[src/verilog/wtu_consts.svh]
// Register offsets, field positions and timing counts of the watchdog
`ifndef WTU_CONSTS_SVH
`define WTU_CONSTS_SVH

`define WTU_ADDR_W 8
`define WTU_ADDR_CAUSE 8'h54
`define WTU_ADDR_CTRL 8'h60

`define WTU_CAUSE_WATCHDOG_RESET_FLAG 3

`define WTU_CTRL_IFLAG 7
`define WTU_CTRL_IEN 6
`define WTU_CTRL_PS3 5
`define WTU_CTRL_UNLOCK 4
`define WTU_CTRL_REN 3

`define WTU_PS_RESET 4'h0
`define WTU_PS_MAX 4'h9
`define WTU_BASE_CYCLES 21'h00_0800
`define WTU_CNT_W 21

`define WTU_SYS_HZ 10000000
`define WTU_OSC_HZ 128000
`define WTU_OSC_DIV (`WTU_SYS_HZ / `WTU_OSC_HZ)
`define WTU_DIV_W 7

`define WTU_UNLOCK_CYCLES 3'h4

`endif

[src/verilog/wtu_pkg.sv]
// Types shared by the watchdog files
`default_nettype none
package wtu_pkg;
  typedef enum logic [3:0] {
    WTU_STOPPED = 4'b0001,
    WTU_IRQ = 4'b0010,
    WTU_RESET = 4'b0100,
    WTU_BOTH = 4'b1000
  } wtu_mode_t;
endpackage
`default_nettype wire

[src/verilog/wtu_sync.sv]
// Three-stage synchroniser that passes a change once stages two and three agree
`timescale 1ns/1ps
`default_nettype none
module wtu_sync #(
  parameter logic RESET_VALUE = 1'b1
) (
  input wire logic clk_sys,
  input wire logic rst_b,
  input wire logic asyncIn,
  output logic syncOut
);
  logic [2:0] stage;
  logic [2:0] next_stage;
  logic next_syncOut;

  always_comb begin
    next_stage = {stage[1:0], asyncIn};
    next_syncOut = (stage[2] == stage[1]) ? stage[2] : syncOut;
  end

  always_ff @(posedge clk_sys or negedge rst_b) begin
    if (!rst_b) begin
      stage <= {3{RESET_VALUE}};
      syncOut <= RESET_VALUE;
    end else begin
      stage <= next_stage;
      syncOut <= next_syncOut;
    end
  end
endmodule
`default_nettype wire

[src/verilog/wtu_watchdog.sv]
// Watchdog timer with timed unlock for clearing reset-enable and for prescaler changes
`timescale 1ns/1ps
`default_nettype none
`include "wtu_consts.svh"
module wtu_watchdog (
  input wire logic clk_sys,
  input wire logic rst_b,
  input wire logic [`WTU_ADDR_W-1:0] addr,
  input wire logic [7:0] wrData,
  input wire logic wrStb,
  input wire logic rdStb,
  output logic [7:0] rdData,
  input wire logic restartCmd,
  input wire logic irqAck,
  input wire logic alwaysOnFuse_b,
  output logic irqReq,
  output logic sysResetReq,
  output wtu_pkg::wtu_mode_t mode
);
  import wtu_pkg::*;

  logic fuseProg_b;
  logic fuseProg;
  logic [`WTU_DIV_W-1:0] divCnt;
  logic [`WTU_DIV_W-1:0] next_divCnt;
  logic oscTick;
  logic next_oscTick;
  logic [`WTU_CNT_W-1:0] tickCnt;
  logic [`WTU_CNT_W-1:0] next_tickCnt;
  logic [`WTU_CNT_W-1:0] limit;
  logic [3:0] prescale;
  logic [3:0] next_prescale;
  logic resetEnable;
  logic next_resetEnable;
  logic irqEnable;
  logic next_irqEnable;
  logic irqFlag;
  logic next_irqFlag;
  logic resetFlag;
  logic next_resetFlag;
  logic [2:0] unlockCnt;
  logic [2:0] next_unlockCnt;
  logic next_sysResetReq;
  logic [7:0] next_rdData;
  logic effReset;
  logic effIrq;
  logic running;
  logic expire;
  logic ctrlWr;
  logic causeWr;
  logic windowOpen;
  logic openWr;
  logic [7:0] ctrlView;
  wtu_mode_t next_mode;

  wtu_sync #(
    .RESET_VALUE(1'b1)
  ) u_fuse_sync (
    .clk_sys(clk_sys),
    .rst_b(rst_b),
    .asyncIn(alwaysOnFuse_b),
    .syncOut(fuseProg_b)
  );

  assign fuseProg = ~fuseProg_b;

  // Oscillator rate made from the system clock; it never stops, sleep or not
  always_comb begin
    next_oscTick = 1'b0;
    next_divCnt = divCnt + `WTU_DIV_W'(1);
    if (divCnt == `WTU_DIV_W'(`WTU_OSC_DIV - 1)) begin
      next_divCnt = '0;
      next_oscTick = 1'b1;
    end
  end

  // Reserved prescaler codes behave as the longest period
  always_comb begin
    if (prescale > `WTU_PS_MAX) begin
      limit = `WTU_BASE_CYCLES << `WTU_PS_MAX;
    end else begin
      limit = `WTU_BASE_CYCLES << prescale;
    end
  end

  assign effReset = resetEnable | resetFlag | fuseProg;
  assign effIrq = irqEnable & ~fuseProg;
  assign running = effReset | effIrq;
  assign expire = running & oscTick & (tickCnt == limit - `WTU_CNT_W'(1));
  assign ctrlWr = wrStb & (addr == `WTU_ADDR_CTRL);
  assign causeWr = wrStb & (addr == `WTU_ADDR_CAUSE);
  assign windowOpen = (unlockCnt != 3'h0);
  assign openWr = ctrlWr & wrData[`WTU_CTRL_UNLOCK] & wrData[`WTU_CTRL_REN];
  assign irqReq = irqFlag & effIrq;
  assign ctrlView = {irqFlag, effIrq, prescale[3], windowOpen, effReset, prescale[2:0]};

  always_comb begin
    if (!effReset && !effIrq) begin
      next_mode = WTU_STOPPED;
    end else if (effReset && effIrq) begin
      next_mode = WTU_BOTH;
    end else if (effReset) begin
      next_mode = WTU_RESET;
    end else begin
      next_mode = WTU_IRQ;
    end
  end

  always_comb begin
    next_tickCnt = tickCnt;
    next_prescale = prescale;
    next_resetEnable = resetEnable;
    next_irqEnable = irqEnable;
    next_irqFlag = irqFlag;
    next_resetFlag = resetFlag;
    next_unlockCnt = windowOpen ? unlockCnt - 3'h1 : 3'h0;
    next_sysResetReq = 1'b0;
    next_rdData = 8'h00;

    if (rdStb) begin
      if (addr == `WTU_ADDR_CTRL) begin
        next_rdData = ctrlView;
      end else if (addr == `WTU_ADDR_CAUSE) begin
        next_rdData = 8'(resetFlag) << `WTU_CAUSE_WATCHDOG_RESET_FLAG;
      end
    end

    // Software side first so that hardware events below win the same cycle
    if (causeWr && !wrData[`WTU_CAUSE_WATCHDOG_RESET_FLAG]) begin
      next_resetFlag = 1'b0;
    end
    if (ctrlWr) begin
      next_irqEnable = wrData[`WTU_CTRL_IEN];
      if (wrData[`WTU_CTRL_IFLAG]) begin
        next_irqFlag = 1'b0;
      end
      if (openWr) begin
        next_resetEnable = 1'b1;
        next_unlockCnt = `WTU_UNLOCK_CYCLES;
      end else if (windowOpen && !wrData[`WTU_CTRL_UNLOCK]) begin
        next_resetEnable = wrData[`WTU_CTRL_REN];
        next_prescale = {wrData[`WTU_CTRL_PS3], wrData[2:0]};
        next_unlockCnt = 3'h0;
      end else begin
        next_resetEnable = resetEnable | wrData[`WTU_CTRL_REN];
      end
    end

    if (irqAck && irqFlag) begin
      next_irqFlag = 1'b0;
      if (effReset) begin
        next_irqEnable = 1'b0;
      end
    end

    if (restartCmd) begin
      next_tickCnt = '0;
    end else if (!running) begin
      next_tickCnt = '0;
    end else if (oscTick) begin
      next_tickCnt = expire ? '0 : tickCnt + `WTU_CNT_W'(1);
    end

    if (expire && !restartCmd) begin
      if (effReset && (!effIrq || irqFlag)) begin
        // Acts as the system reset of this block; the flag keeps it armed
        next_sysResetReq = 1'b1;
        next_resetFlag = 1'b1;
        next_irqEnable = 1'b0;
        next_irqFlag = 1'b0;
        next_prescale = `WTU_PS_RESET;
        next_unlockCnt = 3'h0;
      end else begin
        next_irqFlag = 1'b1;
      end
    end

    if (next_resetFlag) begin
      next_resetEnable = 1'b1;
    end
  end

  always_ff @(posedge clk_sys or negedge rst_b) begin
    if (!rst_b) begin
      divCnt <= '0;
      oscTick <= 1'b0;
      tickCnt <= '0;
      prescale <= `WTU_PS_RESET;
      resetEnable <= 1'b0;
      irqEnable <= 1'b0;
      irqFlag <= 1'b0;
      resetFlag <= 1'b0;
      unlockCnt <= 3'h0;
      sysResetReq <= 1'b0;
      rdData <= 8'h00;
      mode <= WTU_STOPPED;
    end else begin
      divCnt <= next_divCnt;
      oscTick <= next_oscTick;
      tickCnt <= next_tickCnt;
      prescale <= next_prescale;
      resetEnable <= next_resetEnable;
      irqEnable <= next_irqEnable;
      irqFlag <= next_irqFlag;
      resetFlag <= next_resetFlag;
      unlockCnt <= next_unlockCnt;
      sysResetReq <= next_sysResetReq;
      rdData <= next_rdData;
      mode <= next_mode;
    end
  end
endmodule
`default_nettype wire

[config.mk]
export PLATFORM = sky130hd
export DESIGN_NAME = wtu_watchdog
export DESIGN_NICKNAME = d
export VERILOG_FILES = /design/src/verilog/wtu_pkg.sv /design/src/verilog/wtu_sync.sv /design/src/verilog/wtu_watchdog.sv
export VERILOG_INCLUDE_DIRS = /design/src /design/src/verilog
export SDC_FILE = /design/constraint.sdc
export NUM_CORES = 1
export LEC_CHECK = 0
export ABC_AREA = 1
export ABC_CLOCK_PERIOD_IN_PS = 4300
export BUFFER_PORTS_ARGS = -buffer_cell sky130_fd_sc_hd__buf_2
export CAP_MARGIN = 20
export CORE_MARGIN = 3
export CORE_UTILIZATION = 32
export CTS_CLUSTER_DIAMETER = 100
export DETAILED_ROUTE_END_ITERATION = 7
export PLACE_DENSITY = 0.49
export SETUP_SLACK_MARGIN = 0.15
export SLEW_MARGIN = 20
export SYNTH_ARGS = -nofsm -noshare
export SYNTH_HDL_FRONTEND = slang
export SYNTH_SLANG_ARGS = --single-unit
export TNS_END_PERCENT = 1
[constraint.sdc]
create_clock -name clk_sys -period 4.3 [get_ports clk_sys]
set_clock_uncertainty 0.2 [all_clocks]
set_input_delay 0.645 -clock clk_sys [delete_from_list [all_inputs] [get_ports clk_sys]]
set_output_delay 0.645 -clock clk_sys [all_outputs]
set_load 0.05 [all_outputs]
* Word-level counts from Yosys, hierarchy flattened
Index checks and enable logic that the tools add are counted.
W data, S select, Z words.
** Word-level totals
- Word-level logic and storage cells :: 100
- Input port bits :: 23
- Bits in registers :: 57
- Output and inout port bits :: 14
** Operators by class
- Bitwise gates (word level) :: 13
- Shift-type cells :: 1
- $lt $le $gt $ge :: 1
- Reductions and logical operators :: 18
- Equal/unequal tests :: 6
- $add $sub $neg :: 4
- Multiplexer cells :: 43
** Operator list (count)
- $mux W21 :: 5
- $mux W4 :: 8
- $add A21 B1 Y21 const B :: 1
- $eq A21 B21 Y1 :: 1
- $mux W3 :: 7
- $shl A12 B4 Y21 const A :: 1
- $sub A21 B1 Y21 const B :: 1
- $mux W1 :: 20
- $eq A8 B7 Y1 const B :: 2
- $mux W8 :: 2
- $reduce_bool A3 Y1 :: 3
- $and A1 B1 Y1 :: 8
- $add A7 B1 Y7 const B :: 1
- $eq A7 B7 Y1 const B :: 1
- $logic_and A1 B1 Y1 :: 7
- $mux W7 :: 1
- $logic_not A1 Y1 :: 5
- $gt A4 B4 Y1 const B :: 1
- $or A1 B1 Y1 :: 4
- $ne A3 B3 Y1 const B :: 1
- $sub A3 B1 Y3 const B :: 1
- $reduce_and A2 Y1 :: 1
- $reduce_bool A2 Y1 :: 1
- $eq A1 B1 Y1 :: 1
- 2 further kinds :: 2

* Depth between registers and ports, before layout
- Word-level depth :: 9
- Mapped depth :: 14
- Mapped depth without buffers :: 14

* By module
Synthesis repeated with hierarchy kept, for this count alone.
** Unflattened totals
- Cell total of the unflattened synthesis :: 420
- Area total of the unflattened synthesis :: 3108.0 um^2
** By module, submodules not included
- wtu_watchdog :: cells each 412, area each 2986.6 um^2, instances 1, sequential area each 1327.5 um^2
- wtu_sync :: cells each 8, area each 121.4 um^2, instances 1, sequential area each 105.1 um^2

* Worst setup path after synthesis
OpenSTA, ideal clock, no wires.
- Path kind :: register -> register
- From :: reg prescale[3]
- To :: reg unlockCnt[1]
- Arrival :: 1.853 ns
- Data required time :: 3.978 ns
- Setup time :: 0.122 ns
- Cell stages (with the launch flop) :: 14
- Path buffers :: 0
- Path slack :: 2.125 ns
- Clock period less this slack :: 2.175 ns
- Cells stage by stage :: dfrtp_1 nor2_2 nand2_2 ha_1 nand2_1 inv_1 nor2_1 nand2_1 nor2_1 nand3_1 nor2_4 nand4_2 nand2_1 nor2_1
** On the way
- Longest elaborated chain between the ends :: 7
- Elaborated cells between the ends (all ways) :: 8
- Those cells by class :: 1 x add/sub; 1 x order compare; 1 x eq/ne; 1 x shift; 2 x mux; 1 x bitwise; 1 x reduce/logical
** RTL lines
- from (decl) :: RTL line wtu_watchdog.sv:31 : logic [3:0] prescale;
- from (signal assigned) :: RTL line wtu_watchdog.sv:188 : prescale <= `WTU_PS_RESET;
- from (signal assigned) :: RTL line wtu_watchdog.sv:201 : prescale <= next_prescale;
- $shl A12 B4 Y21 (no line) / $gt A4 B4 Y1 (equally long branches)
- $mux W21 (*) :: RTL line wtu_watchdog.sv:79 : if (prescale > `WTU_PS_MAX) begin
- $sub A21 B1 Y21 (*) :: RTL line wtu_watchdog.sv:89 : assign expire = running & oscTick & (tickCnt == limit - `WTU_CNT_W'(1));
- $eq A21 B21 Y1 (*) :: RTL line wtu_watchdog.sv:89
- $and A1 B1 Y1 (*) :: RTL line wtu_watchdog.sv:89
- $logic_and A1 B1 Y1 (*) :: RTL line wtu_watchdog.sv:164 : if (expire && !restartCmd) begin
- $mux W3 (*) :: RTL line wtu_watchdog.sv:164
- net next_unlockCnt[1] :: RTL line wtu_watchdog.sv:42 : logic [2:0] next_unlockCnt;
- to (signal assigned) :: RTL line wtu_watchdog.sv:206 : unlockCnt <= next_unlockCnt;
- to (decl) :: RTL line wtu_watchdog.sv:41 : logic [2:0] unlockCnt;
The timed path passes the listed nets; every way through them passes the cells marked *.
A chain may end at the register's enable or synchronous reset.

* Worst setup path in the final report
Same ends and word-level chain as after synthesis.

==> qor.yml <==
status:
  outcome: "completed"
grt:
  grt-ovfl-total: 0
  grt_pass1_wl_mm: 13.74
  grt_pass1_vias: 2805
  grt_max_degree: 34
  grt_usage_pct: 15.12
  grt_antenna_before_repair: 0
worst_setup_path:
  rrSetupSlack_ps: 1800
  worstSetupPathType: "register to register"
  r2r_end: "unlockCnt[1]"
  required_ps: 4320
  startpoint_type: "register"
  reg2reg_depth: 13
  critical-path-top-delay-family: "simple AND/OR/NAND/NOR gates"
  endpoint_kind: "register"
  path_common_cell: "nand2_1"
  cp_cell_sequence: "nor2_2 -> nand2_2 -> ha_1 -> inv_1 -> nand2_1 -> nand2_1 -> nand2_1 -> nand2_1 -> nand3_1 -> nor2_2 -> nand4_2 -> nand2_1 -> nor2_1"
  cpPeakStageDelay_ps: 470
  crit_slowest_cell: "dfrtp_1"
  cp.arrival_ps: 2520
  r2r_start: "prescale[3]"
  path_depth: 13
  crit_fanout: 7
  path_buf_inv: 1
yosys:
  synth_warnings: 0
  syn_inst: 430
  ys_async_sr_fraction_pct: 100.0
  synth_area_leaders: "dfrtp_1, nand2_1, inv_1"
  syn_nets: 457
  synth_top_area_share_pct: 40.56
  ys_ff_latch: 57
  synth_common_cells: "nand2_1, inv_1, nor2_1, dfrtp_1, nand3_1"
  avgSynthCellArea_sq_um: 7.461
  ys.flop_type: "dfrtp_1"
  synth_top_area_cell: "dfrtp_1"
  synth_edf_count: 0
  synthMostInstantiatedCell: "nand2_1"
  yosysUniqueCellTypes: 37
  yosysSeqAreaShare_pct: 44.66
  syn_area_sq_um: 3208
timing:
  min_period_ps: 2500
  hold_viol_final: 0
  tns_ps: 0
  fin_crit_sh_pct: 58.14
  setup_viol: 0
  max_freq_ghz: 0.4000
  slew_headroom_pct: 61.84
  finalMaxSlewViolations: 0
  worst_pin_slew_ps: 572.4
  grt_setup_unrepaired: "false"
pwr:
  p_leak_nw: 1.897
  peakVddDrop_uv: 168.2
  power_density_nw_per_um2: 316.4
  total_power_mw: 1.193
cts:
  h-tree-depth: 3
  clockRootBuffer: "clkbuf_8"
  clock_latency_ps: 340
  cts_resized: 0
  clk_path_buf_depth: 2
  cts.sinks: 57
  cts_setup_buffers: 0
  clk_pin_slew_ps: 70
  cts_tree: "yes"
  hold_buffers: 0
  cts_buffers: 9
floorplanning:
  start_util_pct: 33.76
  num_rows: 35
  ioPinCount: 37
  die_area_sq_um: 11260
  core-area_sq_um: 9503
  die_w_microns: 106.1
  die_h_microns: 106.1
place:
  port-buffer-count: 36
  gp_congestion: 0.8691
  hpwlAfterDp_mm: 6.007
  placedCellCount: 593
cells_and_area:
  finalNonFillerCells: 609
  antenna_cells: 0
  synthToLayoutAreaGrowth_pct: 17.51
  drive_above_1_share_pct: 17.29
  nets: 502
routing:
  drt_wl_total_mm: 7.800
  route.detailed.wl_per_inst_microns: 12.81
  drt_iter0_drc: 145
  ant_nets: 0
  num_vias: 2849
  drc: 0
  dr.pass1.iters: 4
  vias_per_cell: 4.678
flow_run:
  cap_violations: 0
min_path:
  holdCritPathClass: "primary input to asynchronous set/reset pin"
-- through the flow --
step	hold slack, ps	setup WS [ps]	util, %	area, sq um
3_5_place_dp	148.5	1823	37.29	3543
2_1_floorplan	145.2	2125	-	3208
6_report	91.93	1800	39.67	3770
4_1_cts	108.3	1801	39.67	3770
5_1_grt	137.2	1571	39.67	3770
3_3_place_gp	147.5	1910	37.29	3543
-- cell usage in the layout (no fill, tap or decap), drive strengths merged, types with 9 or more instances in the layout --
cell / n
buf: 37
nand4: 11
nand2: 116
dfrtp: 52
clkbuf: 9
inv: 63
o21ai: 31
nand3: 35
xor2: 10
nor2: 67
-- cell type report --
class                      count  area (sq um)
tap                          129         161.4
inverter                      64         240.2
fill                        1006          5733
clock buffer                   9         123.9
sequential                    57          1433
clock inverter                 7         102.6
timing repair buffer          37         187.7
multi-input combinational    306          1521
-- cells by family after synthesis --
group                    synth area share (%)
AND/OR/NAND/NOR                         34.52
adder cells (fa/ha/maj)                 1.872
buffers and inverters                   7.918
XOR/XNOR                                3.549
flip-flops                              44.66
multiplexers                           0.3120
AO/OA/AOI/OAI                           7.177
-- worst reg2reg max path, delay by kind of cell (launching register included) --
family / cells / cell delay, ps
adder cells (fa/ha/maj): 1 / 260
buffers and inverters: 1 / 100
flip-flops: 1 / 470
AND/OR/NAND/NOR: 11 / 1360
-- worst max path at each step --
stage,from,to
6_report,prescale[3],unlockCnt[1]
2_1_floorplan,prescale[3],unlockCnt[1]
3_5_place_dp,prescale[3],unlockCnt[0]
5_1_grt,prescale[3],unlockCnt[1]
4_1_cts,prescale[3],unlockCnt[1]
3_3_place_gp,prescale[3],unlockCnt[1]
-- per-layer routing --
metal  track usage, %  share of wire (%)
met1            21.07                 49
met2            23.35                 45
met3            3.157                4.0
met4            4.995                1.4
met5                0                  0
-- report_power, final --
part | leakage (nW) | switching (mW) | internal [mW]
registers | 0.739 | 0.00412 | 0.546
clock network | 0.110 | 0.244 | 0.331
logic | 1.05 | 0.0501 | 0.0175
total | 1.90 | 0.298 | 0.895
-- sequential cells by signal, summed over array words and instances, names as in the netlist --
register / count
irqFlag: 1
oscTick: 1
divCnt: 7
tickCnt: 21
prescale: 4
irqEnable: 1
unlockCnt: 3
rdData: 8
resetEnable: 1
mode: 4
u_fuse_sync.stage: 3
resetFlag: 1
u_fuse_sync.syncOut: 1
sysResetReq: 1
No activity file was read; power rests on OpenSTA's default activity.
